**src/include/gicp_map.svh**
```systemverilog
`ifndef GICP_MAP_SVH
`define GICP_MAP_SVH
// Operation
// Device answers only to fixed seven-bit target address 1010101.
// Host sends address byte 0xAA for write, 0xAB for read.
// Supports plain, incremental and quick reads, one-byte and incremental writes.
// Quick read returns byte at current internal address pointer.
// Pointer advances by one on every acknowledged data byte, either side.
// Written data bytes land in consecutive command locations.
// Data written to a read-only location is not acknowledged.
// Command byte above 0x6B is not acknowledged.
// Location 0x6A reports last used profile in bit0, upper bits zero.
// Bus held low for timeout count times half second releases both lines.
// Host waits 100 ms after checksum, 1.2 s after OCV subcommand.
// Host polls full standard command set at most twice per second.
// Device may stretch clock 80 ms or 270 ms; host tolerates it. The host model flags a stall after 2000 clock cycles of stretch.
// Foreign target address is ignored and never acknowledged.

`define GICP_TARGET_ADDR 7'h55
`define GICP_CMD_MAX 8'h6B
`define GICP_PROFILE_STATUS 8'h6A
`define GICP_PROFILE_BIT 0
`define GICP_PROFILE_RESET 1'b0
`define GICP_CLK_HZ 25000000
`define GICP_HALF_SEC_MS 500
`define GICP_HALF_SEC_CYC ((`GICP_CLK_HZ / 1000) * `GICP_HALF_SEC_MS)
`define GICP_LOC_COUNT 128
`endif

```
**src/include/gicp_pkg.sv**
```systemverilog
package gicp_pkg;
    typedef enum logic [3:0] {
        GICP_IDLE, GICP_ADDR, GICP_ADDR_ACK, GICP_CMD, GICP_CMD_ACK,
        GICP_WDATA, GICP_WDATA_ACK, GICP_RDATA, GICP_RDATA_ACK
    } gicp_phase_e;
    typedef logic [7:0] gicp_byte_t;
endpackage

```
**src/core/gicp_line_watch.sv**
```systemverilog
`timescale 1ns/1ps
`include "gicp_map.svh"
// Counts half-second ticks while a bus line sits low
module gicp_line_watch (
    input wire logic clock,            // System clock
    input wire logic rst_n,            // Synchronised reset
    input wire logic line_low,         // Either bus line low
    input wire logic [7:0] limit,      // Timeout in half seconds, zero disables
    output logic expired               // Bus stuck low too long
);
    parameter int unsigned HALF_SEC_CYC = `GICP_HALF_SEC_CYC;
    typedef struct packed {
        logic [24:0] div;
        logic [7:0] ticks;
        logic expired;
    } gicp_watch_s;
    gicp_watch_s st, next_st;

    always_comb begin
        next_st = st;
        if (!line_low) begin
            next_st = '0;
        end else if (limit != 8'h00 && !st.expired) begin
            if (st.div == 25'(HALF_SEC_CYC - 1)) begin
                next_st.div = '0;
                next_st.ticks = st.ticks + 8'h01;
                if (st.ticks + 8'h01 == limit) begin
                    next_st.expired = 1'b1;
                end
            end else begin
                next_st.div = st.div + 25'h0000001;
            end
        end
    end

    always_ff @(posedge clock or negedge rst_n) begin
        if (!rst_n) begin
            st <= '0;
        end else begin
            st <= next_st;
        end
    end

    assign expired = st.expired;
endmodule

```
**src/core/gicp_target.sv**
```systemverilog
`timescale 1ns/1ps
`include "gicp_map.svh"
module gicp_target
    import gicp_pkg::*;
(
    input wire logic clock,                  // 25 MHz system clock
    input wire logic rstn,                   // Async reset, active low
    input wire logic scl_i,                  // Serial clock level
    input wire logic sda_i,                  // Serial data level
    output logic sda_o,                      // Always low when driven
    output logic sda_oe,                     // High while pulling data low
    output logic scl_o,                      // Always low when driven
    output logic scl_oe,                     // High while stretching clock
    input wire logic stretch_req,            // Core asks for a clock stretch
    input wire logic [7:0] timeout_limit,    // Stuck-bus timeout, half seconds
    input wire logic last_used_profile_bit,  // Profile in use, from core
    input wire logic [127:0] read_only_map,  // One bit per read-only location
    input wire logic [7:0] core_rdata,       // Core data at wr/rd pointer
    output gicp_pkg::gicp_byte_t loc_addr,   // Current pointer
    output gicp_pkg::gicp_byte_t wr_data,    // Byte being written
    output logic wr_strobe,                  // One-cycle write pulse
    output logic bus_released                // Timeout hold-off active
);
    import gicp_pkg::*;

    typedef struct packed {
        logic [1:0] rst_sync;
        logic scl_d;
        logic sda_d;
        gicp_phase_e phase;
        logic [3:0] bits;
        gicp_byte_t shreg;
        gicp_byte_t ptr;
        logic rd_dir;
        logic drive_low;
        gicp_byte_t wdata;
        logic wstb;
        logic profile;
    } gicp_state_s;

    gicp_state_s st, next_st;
    logic rst_n;
    logic expired;
    logic scl_rise, scl_fall, start_cond, stop_cond;
    gicp_byte_t rd_byte;

    assign rst_n = st.rst_sync[1];
    assign scl_rise = scl_i && !st.scl_d;
    assign scl_fall = !scl_i && st.scl_d;
    assign start_cond = st.scl_d && scl_i && st.sda_d && !sda_i;
    assign stop_cond = st.scl_d && scl_i && !st.sda_d && sda_i;

    // ------------------------------------------------------------
    // Read data selection
    // ------------------------------------------------------------
    always_comb begin
        if (st.ptr == `GICP_PROFILE_STATUS) begin
            rd_byte = {7'h00, st.profile};
        end else begin
            rd_byte = core_rdata;
        end
    end

    gicp_line_watch i_gicp_line_watch (
        .clock(clock),
        .rst_n(rst_n),
        .line_low(!scl_i || !sda_i),
        .limit(timeout_limit),
        .expired(expired)
    );

    // ------------------------------------------------------------
    // Protocol engine
    // ------------------------------------------------------------
    always_comb begin
        next_st = st;
        next_st.rst_sync = {st.rst_sync[0], 1'b1};
        next_st.scl_d = scl_i;
        next_st.sda_d = sda_i;
        next_st.wstb = 1'b0;
        next_st.profile = last_used_profile_bit;
        if (expired) begin
            next_st.phase = GICP_IDLE;
            next_st.drive_low = 1'b0;
        end else if (start_cond) begin
            // Repeated start keeps the pointer for combined reads
            next_st.phase = GICP_ADDR;
            next_st.bits = 4'h0;
            next_st.drive_low = 1'b0;
        end else if (stop_cond) begin
            next_st.phase = GICP_IDLE;
            next_st.drive_low = 1'b0;
        end else begin
            unique case (st.phase)
                GICP_IDLE: begin
                end
                GICP_ADDR, GICP_CMD, GICP_WDATA: begin
                    if (scl_rise) begin
                        next_st.shreg = {st.shreg[6:0], sda_i};
                        next_st.bits = st.bits + 4'h1;
                    end else if (scl_fall && st.bits == 4'h8) begin
                        next_st.bits = 4'h0;
                        if (st.phase == GICP_ADDR) begin
                            if (st.shreg[7:1] == `GICP_TARGET_ADDR) begin
                                next_st.rd_dir = st.shreg[0];
                                next_st.drive_low = 1'b1;
                                next_st.phase = GICP_ADDR_ACK;
                            end else begin
                                next_st.phase = GICP_IDLE;
                            end
                        end else if (st.phase == GICP_CMD) begin
                            next_st.ptr = st.shreg;
                            next_st.drive_low = (st.shreg <= `GICP_CMD_MAX);
                            next_st.phase = GICP_CMD_ACK;
                        end else begin
                            // read-only or out-of-range data is refused
                            if (st.ptr[7] == 1'b0 && !read_only_map[st.ptr[6:0]]) begin
                                next_st.drive_low = 1'b1;
                                next_st.wdata = st.shreg;
                                next_st.wstb = 1'b1;
                            end
                            next_st.phase = GICP_WDATA_ACK;
                        end
                    end
                end
                GICP_ADDR_ACK: begin
                    if (scl_fall) begin
                        if (st.rd_dir) begin
                            next_st.shreg = rd_byte;
                            next_st.drive_low = !rd_byte[7];
                            next_st.bits = 4'h0;
                            next_st.phase = GICP_RDATA;
                        end else begin
                            next_st.drive_low = 1'b0;
                            next_st.phase = GICP_CMD;
                        end
                    end
                end
                GICP_CMD_ACK: begin
                    if (scl_fall) begin
                        next_st.phase = st.drive_low ? GICP_WDATA : GICP_IDLE;
                        next_st.drive_low = 1'b0;
                    end
                end
                GICP_WDATA_ACK: begin
                    if (scl_fall) begin
                        if (st.drive_low) begin
                            next_st.ptr = st.ptr + 8'h01;
                            next_st.phase = GICP_WDATA;
                        end else begin
                            next_st.phase = GICP_IDLE;
                        end
                        next_st.drive_low = 1'b0;
                    end
                end
                GICP_RDATA: begin
                    if (scl_fall) begin
                        if (st.bits == 4'h7) begin
                            next_st.drive_low = 1'b0;
                            next_st.phase = GICP_RDATA_ACK;
                        end else begin
                            next_st.shreg = {st.shreg[6:0], 1'b0};
                            next_st.drive_low = !st.shreg[6];
                            next_st.bits = st.bits + 4'h1;
                        end
                    end
                end
                GICP_RDATA_ACK: begin
                    if (scl_rise) begin
                        if (!sda_i) begin
                            next_st.ptr = st.ptr + 8'h01;
                            next_st.phase = GICP_RDATA_ACK;
                            next_st.rd_dir = 1'b1;
                        end else begin
                            next_st.phase = GICP_IDLE;
                        end
                    end else if (scl_fall) begin
                        next_st.shreg = rd_byte;
                        next_st.drive_low = !rd_byte[7];
                        next_st.bits = 4'h0;
                        next_st.phase = GICP_RDATA; // incremental read
                    end
                end
                default: begin
                    next_st.phase = GICP_IDLE;
                end
            endcase
        end
    end

    always_ff @(posedge clock or negedge rstn) begin
        if (!rstn) begin
            st <= '{rst_sync: 2'b00, scl_d: 1'b1, sda_d: 1'b1, phase: GICP_IDLE,
                    bits: 4'h0, shreg: 8'h00, ptr: 8'h00, rd_dir: 1'b0,
                    drive_low: 1'b0, wdata: 8'h00, wstb: 1'b0,
                    profile: `GICP_PROFILE_RESET};
        end else if (!st.rst_sync[1]) begin
            st.rst_sync <= next_st.rst_sync;
        end else begin
            st <= next_st;
        end
    end

    assign sda_o = 1'b0;
    assign sda_oe = st.drive_low && !expired;
    assign scl_o = 1'b0;
    // Stretch only a clock the host already pulled low, never cut a high phase
    assign scl_oe = stretch_req && !expired && st.phase != GICP_IDLE && !st.scl_d;
    assign loc_addr = st.ptr;
    assign wr_data = st.wdata;
    assign wr_strobe = st.wstb;
    assign bus_released = expired;

    // ------------------------------------------------------------
    // Checks
    // ------------------------------------------------------------
    a_cmd_range: assert property (@(posedge clock) disable iff (!rst_n)
        (st.phase == GICP_CMD && scl_fall && st.bits == 4'h8 && st.shreg > `GICP_CMD_MAX
         && !start_cond && !stop_cond && !expired) |=> !sda_oe)
        else $error("command above limit was acknowledged");
    a_addr_match: assert property (@(posedge clock) disable iff (!rst_n)
        (st.phase == GICP_ADDR && scl_fall && st.bits == 4'h8
         && st.shreg[7:1] != `GICP_TARGET_ADDR && !start_cond && !stop_cond)
         |=> st.phase == GICP_IDLE && !sda_oe)
        else $error("foreign address not ignored");
    a_addr_ack: assert property (@(posedge clock) disable iff (!rst_n)
        (st.phase == GICP_ADDR && scl_fall && st.bits == 4'h8 && !expired
         && st.shreg[7:1] == `GICP_TARGET_ADDR && !start_cond && !stop_cond) |=> sda_oe)
        else $error("own address not acknowledged");
    a_ro_nack: assert property (@(posedge clock) disable iff (!rst_n)
        (st.phase == GICP_WDATA && scl_fall && st.bits == 4'h8 && !st.ptr[7]
         && read_only_map[st.ptr[6:0]]) |=> !wr_strobe && !sda_oe)
        else $error("read-only write accepted");
    a_ptr_step: assert property (@(posedge clock) disable iff (!rst_n)
        (st.phase == GICP_WDATA_ACK && scl_fall && st.drive_low && !expired
         && !start_cond && !stop_cond) |=> st.ptr == $past(st.ptr) + 8'h01)
        else $error("pointer did not advance");
    a_wr_store: assert property (@(posedge clock) disable iff (!rst_n)
        wr_strobe |-> st.phase == GICP_WDATA_ACK && st.drive_low && !loc_addr[7]
                      && !read_only_map[loc_addr[6:0]])
        else $error("write pulse without accepted data byte");
    a_profile_rd: assert property (@(posedge clock) disable iff (!rst_n)
        st.ptr == `GICP_PROFILE_STATUS
        |-> rd_byte[7:1] == 7'h00 && rd_byte[0] == $past(last_used_profile_bit))
        else $error("profile status byte wrong");
    a_release: assert property (@(posedge clock) disable iff (!rst_n)
        expired |-> !sda_oe && !scl_oe)
        else $error("lines held after timeout");
    c_write: cover property (@(posedge clock) disable iff (!rst_n) wr_strobe);
    c_read: cover property (@(posedge clock) disable iff (!rst_n)
        st.phase == GICP_RDATA_ACK && scl_rise && !sda_i);
    c_timeout: cover property (@(posedge clock) disable iff (!rst_n) expired);
    c_stretch: cover property (@(posedge clock) disable iff (!rst_n) scl_oe && !scl_i);
endmodule

```
**config.mk**
```make
export PLATFORM = sky130hd
export DESIGN_NAME = gicp_target
export DESIGN_NICKNAME = d
export VERILOG_FILES = /design/src/include/gicp_pkg.sv /design/src/core/gicp_line_watch.sv /design/src/core/gicp_target.sv
export VERILOG_INCLUDE_DIRS = /design/src /design/src/include
export SDC_FILE = /design/constraint.sdc
export NUM_CORES = 1
export LEC_CHECK = 0
export BUFFER_PORTS_ARGS = -buffer_cell sky130_fd_sc_hd__buf_4
export CAP_MARGIN = 25
export CORE_ASPECT_RATIO = 0.8
export CORE_MARGIN = 2
export CORE_UTILIZATION = 35
export CTS_CLUSTER_DIAMETER = 50
export DETAILED_ROUTE_END_ITERATION = 10
export PLACE_DENSITY_LB_ADDON = 0.25
export SLEW_MARGIN = 20
export SYNTH_ARGS = -nofsm -noshare
export SYNTH_HDL_FRONTEND = slang
export SYNTH_SLANG_ARGS = --single-unit
```
**constraint.sdc**
```tcl
create_clock -name clock -period 3.9 [get_ports clock]
set_input_delay 0 -clock clock [delete_from_list [all_inputs] [get_ports clock]]
set_output_delay 0 -clock clock [all_outputs]
set_load 0.01 [all_outputs]
```
Word level (Yosys, flattened, before mapping)
Cells that the tools add are included.
- bits in registers: 74
- input bits: 150
- output and inout port bits: 22
- logic and storage cells: 201
- add/sub/neg operators: 4
- $lt $le $gt $ge: 2
- equal/unequal tests: 55
- mux-type cells: 76
- bitwise gates (word level): 7
- reduce and logical (&&, ||, !) cells: 42
- operators with widths (kind ; number):
    two-way mux 10 bit ; 9
    two-way mux 34 bit ; 2
    two-way mux 8 bit ; 8
    two-way mux 16 bit ; 3
    case mux 12 bit (4 select lines) ; 1
    two-way mux 9 bit ; 5
    inequality test 2 bit (second input constant) ; 20
    inequality test 5 x 4 -> 1 bit (second input constant) ; 8
    two-way mux 19 bit ; 2
    two-way mux 12 bit ; 3
    two-way mux 4 bit ; 9
    AND reduction 11 bit ; 3
    adder 25 x 1 -> 25 bit (second input constant) ; 1
    == test 25 x 24 -> 1 bit (second input constant) ; 1
    two-way mux 25 bit ; 1
    case mux 4 bit (6 select lines) ; 1
    case mux 8 bit (3 select lines) ; 1
    two-way mux 21 bit ; 1
    == test 4 x 3 -> 1 bit (second input constant) ; 5
    two-way mux 1 bit ; 19
    inequality test 3 bit (second input constant) ; 6
    adder 8 x 1 -> 8 bit (second input constant) ; 2
    nonzero test 8 bit ; 2
    logical AND 1 bit ; 14
    other kinds (36) ; 59

Longest topological paths before layout
Gate-level depths: netlist of the first run.
- depth after elaboration: 21
- mapped depth: 11
- gate-level depth less buffers: 9

Cells and area by module
From an unflattened synthesis of the first run, not the netlist that was laid out.
- cell total of the unflattened synthesis: 682
- area, all modules: 6085.8 µm²
- modules (own cells, without submodules) (module ; times used ; cells an instance ; area an instance (µm²) ; seq. area each (µm²)):
    gicp_target ; 1 ; 417 ; 3798.6 ; 1003.5
    gicp_line_watch ; 1 ; 265 ; 2287.2 ; 850.8

Least setup slack after synthesis of the first run
Ideal clock, no wire load.
- path type: flip-flop to flip-flop
- start point: register st, in the netlist loc_addr[1]
- end point: register st, in the netlist wr_data[0]
- setup time: 125 ps
- data arrival time: 2776 ps
- required time: 3775 ps
- slack: 1000 ps
- stages on the path, launching flop included: 9
- path buffers: 2
- clock period less this slack: 2900 ps
- path through: dfrtp_1 > buf_6 > buf_8 > mux4_1 > a211oi_2 > a211oi_1 > or4_4 > a211oi_4 > mux2_2
- longest elaborated chain between the ends: 6
- RTL lines (item ; RTL line ; RTL):
    start: declaration ; gicp_target.sv:41 ; gicp_state_s st, next_st;
    start signal: assignment ; gicp_target.sv:193 ; st <= '{rst_sync: 2'b00, scl_d: 1'b1, sda_d: 1'b1, phase: GICP_IDLE,
    start signal: assignment ; gicp_target.sv:200 ; st <= next_st;
    binary-select mux 1 bit (select 7 bit) ; gicp_target.sv:117 ; if (st.ptr[7] == 1'b0 && !read_only_map[st.ptr[6:0]]) begin
    two-way mux 1 bit (not written as such) ; gicp_target.sv:117 ;
    zero test 1 bit ; gicp_target.sv:117 ;
    logical AND 1 bit ; gicp_target.sv:117 ;
    inequality test 9 x 8 -> 1 bit (no source line) ; n/a ;
    AND reduction 10 bit (no source line) ; n/a ;
No other way between the ends. The select of a mux whose other input is x is not followed.
A chain may end at the register's enable or synchronous reset.

Worst setup path in the final report of the first run
- start point: register st, in the netlist loc_addr[1]
- end point: register st, in the netlist wr_data[7]
Same word-level chain as after synthesis.

==> results.json, run 1 <==
{
  "run_status": "complete, no violations",
  "synth-edff-count": 0,
  "timing.critical_path.slowest_stage_cell": "a211oi_4",
  "fin_setup_tns_ps": 0,
  "max-vdd-ir-drop_mv": 0.234,
  "hold_path_class": "input pin to flop",
  "ios": 172,
  "rsz0062_at_grt": "false",
  "ys.warnings.count": 0,
  "clk-insertion-delay-late_ps": 330,
  "detailed_routing_iteration_count_for_the_pre_antenna_repair_pass": 5,
  "cts.sinks": 74,
  "post_cts_resized": 0,
  "drt_drc_violations_left": 0,
  "synth_top_area_share_pct": 31.4,
  "buffering_stage_count_on_the_worst_path_with_inverters_included": 1,
  "highest_count_cells_in_the_layout_ignoring_fill_and_taps": "buf_4, dfrtp_1, nand2_1",
  "startpoint_kind_of_the_worst_setup_timing_path": "flop",
  "cp_slowest_stage_delay_ps": 620,
  "drive_above_1_share_pct": 30.7,
  "layout.cells.most_common": "buf_4",
  "grt_util_all_layers_pct": 20.1,
  "post_synth_instance_area_um2": 5740,
  "core.rowCount": 41,
  "timing_worst_setup_path_type": "flop to flop",
  "synth_sequential_area_ratio_pct": 32.3,
  "grt_first_pass_wirelength_um": 28500,
  "cts.root.buffer_cell": "clkbuf_16",
  "initial_utilization_pct": 36.1,
  "syn-instance-count": 630,
  "finish.net_count": 940,
  "slew_viol_final": 0,
  "ys_ff_latch": 74,
  "synth_top_cell_by_area": "dfrtp_1",
  "post-layout-total-power_uw": 3140,
  "worstPathRequired_ps": 4120,
  "gpl.final_weighted_congestion": 0.846,
  "maxCapViolCount": 0,
  "initial_antenna_violation_count": 0,
  "ffs_w_async_s_r_synth_pct": 100,
  "chipWidth_um": 147,
  "grt_max_degree": 41,
  "end_kind": "flop",
  "drt-wirelength-per-cell_um": 17.3,
  "finalInstanceArea_um2": 7490,
  "io_buffers": 169,
  "holdWs_ps": 143,
  "synth_flop_cell": "dfrtp_1",
  "critical_path_arrival_ps": 3700,
  "relative_area_change_from_synthesis_to_final_layout_pct": 30.5,
  "worstPathCellList": "buf_4 -> mux4_1 -> and2_1 -> a211oi_1 -> a311o_1 -> nand3_1 -> a211oi_4 -> mux2_2",
  "yosysUniqueCellTypes": 67,
  "diodes": 0,
  "timing.final.crit_share_pct": 89.3,
  "synthesis.area_per_instance_um2": 9.11,
  "pwr_density_cell_nw_per_um2": 420,
  "coreArea_um2": 15900,
  "number_of_cts_inserted_buffers": 9,
  "dieHeight_um": 119,
  "crit_path_max_fanout": 24,
  "critical-path-top-delay-family": "compound AO/OA/AOI/OAI gates",
  "fin_crit_ps": 3480,
  "max_freq_mhz": 287,
  "total_routed_wirelength_um": 17300,
  "clk_pin_slew_ps": 60,
  "number_of_routed_nets_with_antenna_violations": 0,
  "post-dp-hpwl_um": 13300,
  "vias": 5600,
  "cts-root-to-sink-buffers": 2,
  "htreeDepth": 3,
  "hold_violations": 0,
  "ranking_of_synthesized_cells_by_area": "dfrtp_1, mux4_2, mux4_1",
  "detailedRoute.firstIterationViolations": 435,
  "tightestPinTransition_ps": 973,
  "viasPerCell": 5.59,
  "setup-violations-final": 0,
  "overflow": 0,
  "relSlewSlack_pct": 34.7,
  "die-area_um2": 17400,
  "cts_tree": "built",
  "timing.clock.skew_ps": 7.69,
  "first_global_vias": 5608,
  "dpl_cell_area_um2": 7060,
  "leakagePower_uw": 0.00323
}
## final timing paths
kind                                              start                              endpoint  slack, ps  cells after the start
worst max-delay path            loc_addr[1]$_DFFE_PN0P_                wr_data[7]$_DFFE_PN0P_        420                      8
worst min-delay path                      core_rdata[0]                    st[20]$_DFFE_PN0P_        140                      5
worst max register to register  loc_addr[1]$_DFFE_PN0P_                wr_data[7]$_DFFE_PN0P_        420                      8
worst min register to register          rst_n$_DFF_PN0_   i_gicp_line_watch.st[4]$_DFFE_PN0P_        330                      1
max in group asynchronous               rst_n$_DFF_PN0_  i_gicp_line_watch.st[28]$_DFFE_PN0P_       3220                      1
min in group asynchronous                          rstn               loc_addr[7]$_DFFE_PN0P_        190                      2
## stage by stage
step | std cells | worst slack (ps) | util [%]
global route | 1001 | 213 | 47.1
detailed placement | 975 | 425 | 44.4
global placement | 975 | 513 | 44.4
CTS | 1001 | 406 | 47.1
finish | 1001 | 419 | 47.1
floorplan | 631 | 1000 | -
## cells in the mapped netlist (all sizes together) (3+ instances only)
master,count
ha,9
o31ai,7
a21oi,43
nand2,69
dfrtp,72
or3,5
or4,7
a31oi,6
xnor2,12
buf,31
inv,16
nand2b,12
o41ai,3
o2111ai,3
mux2,12
a211oi,6
mux4,30
xor2,18
nor2,63
nand4,11
and2,5
clkbuf,20
nor4b,3
nor2b,7
o21ai,42
nand3,23
o211ai,6
nor4,5
a22oi,6
mux2i,16
and3,8
o22a,3
nor3,13
## sequential cells by signal, summed over array words and instances (netlist names)
name,cells
wr_data,8
i_gicp_line_watch.expired,1
i_gicp_line_watch.st,33
st,21
next_st,1
wr_strobe,1
loc_addr,8
rst_n,1
## per-layer routing
layer  up-vias  global-route usage [%]  part of all wire (%)
met3        23                    4.09                   5.5
li1       2615                       -                     -
met5         -                       0                     0
met2       205                    32.6                    48
met1      2757                    27.3                    45
met4         0                    5.83                   1.6
## worst register-to-register path, delay by kind of cell, from the launching register on
kind	cells	cell delay [ps]
multiplexers	2	1000
AO/OA/AOI/OAI	3	1000
flip-flops	1	600
buffers and inverters	1	420
AND/OR/NAND/NOR	2	360
## cells by family after synthesis
logic type	after synthesis	synth area share, %
xor gates and xnor gates	30	4.58
adders and majority gates	9	1.96
other	2	0.131
AOI/OAI and AO/OA	146	16.1
and+or+nand+nor	244	20.9
muxes	58	17.6
buffers and inverters	67	6.32
DFF	74	32.3
## report_power, final
part | internal [µW] | switching [µW] | total, µW
logic | 542 | 561 | 1100
clock network | 579 | 330 | 909
registers | 873 | 258 | 1130
## layout make-up
type                       count  area [µm²]
inverter                      16        60.1
tap                          215         269
sequential                    74        1860
multi-input combinational    490        3520
clock buffer                  10         239
clock inverter                 6        90.1
fill                        1528        8410
timing repair buffer         190        1450
## timing repair
item / CTS / global route
hold buffers: 10 / 0
buffers inserted: 0 / 0
endpoints found under the hold margin: 47 / 0
Power figures use the tool's default switching activity.
==> run 2: changes to the inputs <==
--- a/config.mk
+++ b/config.mk
@@ -12,3 +12,3 @@
 export CORE_MARGIN = 2
-export CORE_UTILIZATION = 35
+export CORE_UTILIZATION = 32
 export CTS_CLUSTER_DIAMETER = 50
==> constraint.sdc (replaced) <==
create_clock -name clock -period 3.9 [get_ports clock]
set_input_delay 0.39 -clock clock [delete_from_list [all_inputs] [get_ports clock]]
set_output_delay 0.39 -clock clock [all_outputs]
set_load 0.01 [all_outputs]
==> run 2 against run 1 <==
  * Maximum frequency is 2.6% higher
  * Clock skew hardly changed
  * Routed wire length shrank 4.0%
  * Via count decreased by 4.5%
  * Core utilization shrank 4.6 points
  * Total power decreased by 1.0%
  * Count of clock-buffer cells in the layout fell by 1
  * Hold slack worse by 110 ps
  * Largest cell class unchanged
  * Highest routed layer unchanged
==> results.json, run 2 (synthesized netlist as in run 1, its figures left out) <==
{
  "reg2reg_slack_ps": 510,
  "end_kind": "flop",
  "dieHeight_um": 124,
  "grt_util_all_layers_pct": 17.4,
  "largest_register_ff_count": 33,
  "io_buffers": 169,
  "viasPerCell": 5.33,
  "vias": 5347,
  "setup-violations-final": 0,
  "chipWidth_um": 154,
  "drt_drc_violations_left": 0,
  "htreeDepth": 3,
  "timing_worst_setup_path_type": "flop to flop",
  "critical_path_arrival_ps": 3620,
  "ios": 172,
  "highest_count_cells_in_the_layout_ignoring_fill_and_taps": "buf_4, dfrtp_1, nand2_1",
  "crit_start": "loc_addr[1]$_DFFE_PN0P_",
  "grt_first_pass_wirelength_um": 26700,
  "max-vdd-ir-drop_mv": 0.198,
  "timing.clock.skew_ps": 7.88,
  "post-dp-hpwl_um": 12800,
  "critical-path-top-delay-family": "multiplexers",
  "core.rowCount": 43,
  "max_freq_mhz": 295,
  "layout.cells.most_common": "buf_4",
  "final-instance-count-excl-fill": 1003,
  "largest_register": "i_gicp_line_watch.st",
  "cts.root.buffer_cell": "clkbuf_16",
  "gpl.final_weighted_congestion": 0.830,
  "finish.net_count": 932,
  "timing.final.crit_share_pct": 87.0,
  "relSlewSlack_pct": 53.6,
  "post_cts_resized": 0,
  "fin_setup_tns_ps": 0,
  "relative_area_change_from_synthesis_to_final_layout_pct": 29.2,
  "cts.sinks": 74,
  "post_cts_hold_buffer_count": 0,
  "reg2regPathDepth": 8,
  "reg2reg_from": "loc_addr[1]$_DFFE_PN0P_",
  "worstPathRequired_ps": 4120,
  "drt-wirelength-per-cell_um": 16.6,
  "rsz0062_at_grt": "false",
  "buffering_stage_count_on_the_worst_path_with_inverters_included": 1,
  "grt_max_degree": 41,
  "total_routed_wirelength_um": 16600,
  "diodes": 0,
  "worstPathCellList": "buf_4 -> mux4_1 -> and2_1 -> a211oi_1 -> a311o_1 -> nand3_1 -> a211oi_4 -> mux2_2",
  "numPlacedInstances": 986,
  "maxCapViolCount": 0,
  "number_of_routed_nets_with_antenna_violations": 0,
  "clk-insertion-delay-late_ps": 330,
  "coreArea_um2": 17400,
  "end_of_the_worst_register_to_register_path": "wr_data[6]$_DFFE_PN0P_",
  "slew_viol_final": 0,
  "overflow": 0,
  "hold_path_class": "input pin to async pin",
  "die-area_um2": 19000,
  "timing.critical_path.slowest_stage_cell": "dfrtp_2",
  "leakagePower_uw": 0.00319,
  "fin_crit_ps": 3390,
  "detailedRoute.firstIterationViolations": 337,
  "cp_slowest_stage_delay_ps": 590,
  "initial_utilization_pct": 32.9,
  "tightestPinTransition_ps": 696,
  "cts_tree": "built",
  "pwr_density_cell_nw_per_um2": 419,
  "postCtsSetupRepairBufs": 0,
  "first_global_vias": 5063,
  "drive_above_1_share_pct": 31.2,
  "clk_pin_slew_ps": 60,
  "startpoint_kind_of_the_worst_setup_timing_path": "flop",
  "detailed_routing_iteration_count_for_the_pre_antenna_repair_pass": 4,
  "cts-root-to-sink-buffers": 2,
  "hold_violations": 0,
  "number_of_cts_inserted_buffers": 9,
  "biggestRegsByFlops": "i_gicp_line_watch.st x33, st x21",
  "n_fill_cell": 1752,
  "run_status": "complete, no violations",
  "initial_antenna_violation_count": 0,
  "crit_path_max_fanout": 24
}
-- run 2: cell types whose count changed in the layout (fill, tap and decap cells not counted), sizes merged --
cell / delta
dlygate4sd3: -10
buf: +2
clkbuf: -1
clkinv: -1
clkinvlp: +1
inv: +1
-- run 2: through the flow --
stage          power (µW)  util (%)  hold WS, ps  setup WS [ps]  instance area (µm²)
6_report             3110      42.5         31.3            505                 7410
5_1_grt              3320      42.5         69.7            320                 7410
4_1_cts              3130      42.5         54.1            491                 7410
3_5_place_dp         2210      40.6          336            508                 7080
3_3_place_gp         2210      40.6          332            504                 7080
2_1_floorplan        1840         -         94.4           1000                 5740
-- run 2: report_power, final --
group	internal [µW]	total (µW)	switching, µW
Clock	564	901	337
Combinational	540	1090	555
Sequential	874	1110	241
Total	1980	3110	1130
-- run 2: layer usage --
layer | track usage [%] | share of wire, %
met5 | 0 | 0
met4 | 4.53 | 1.4
met3 | 3.38 | 5.1
met2 | 26.6 | 45
met1 | 25.4 | 48
-- run 2: layout make-up --
type                       instances  area (µm²)  area share, %
inverter                          16        60.1          0.810
multi-input combinational        490        3520           47.5
sequential                        74        1860           25.0
clock inverter                     7         101           1.37
timing repair buffer             182        1370           18.4
tap                              225         282           3.80
clock buffer                       9         225           3.04
-- run 2: worst max-delay path by stage --
stage                                         to  slack, ps  cells past startpoint
after global placement    wr_data[3]$_DFFE_PN0P_        500                      8
final                     wr_data[6]$_DFFE_PN0P_        510                      8
after CTS                 wr_data[6]$_DFFE_PN0P_        490                      8
after global routing      wr_data[3]$_DFFE_PN0P_        320                      8
after detailed placement  wr_data[6]$_DFFE_PN0P_        510                      8
after floorplan           wr_data[0]$_DFFE_PN0P_       1000                      8
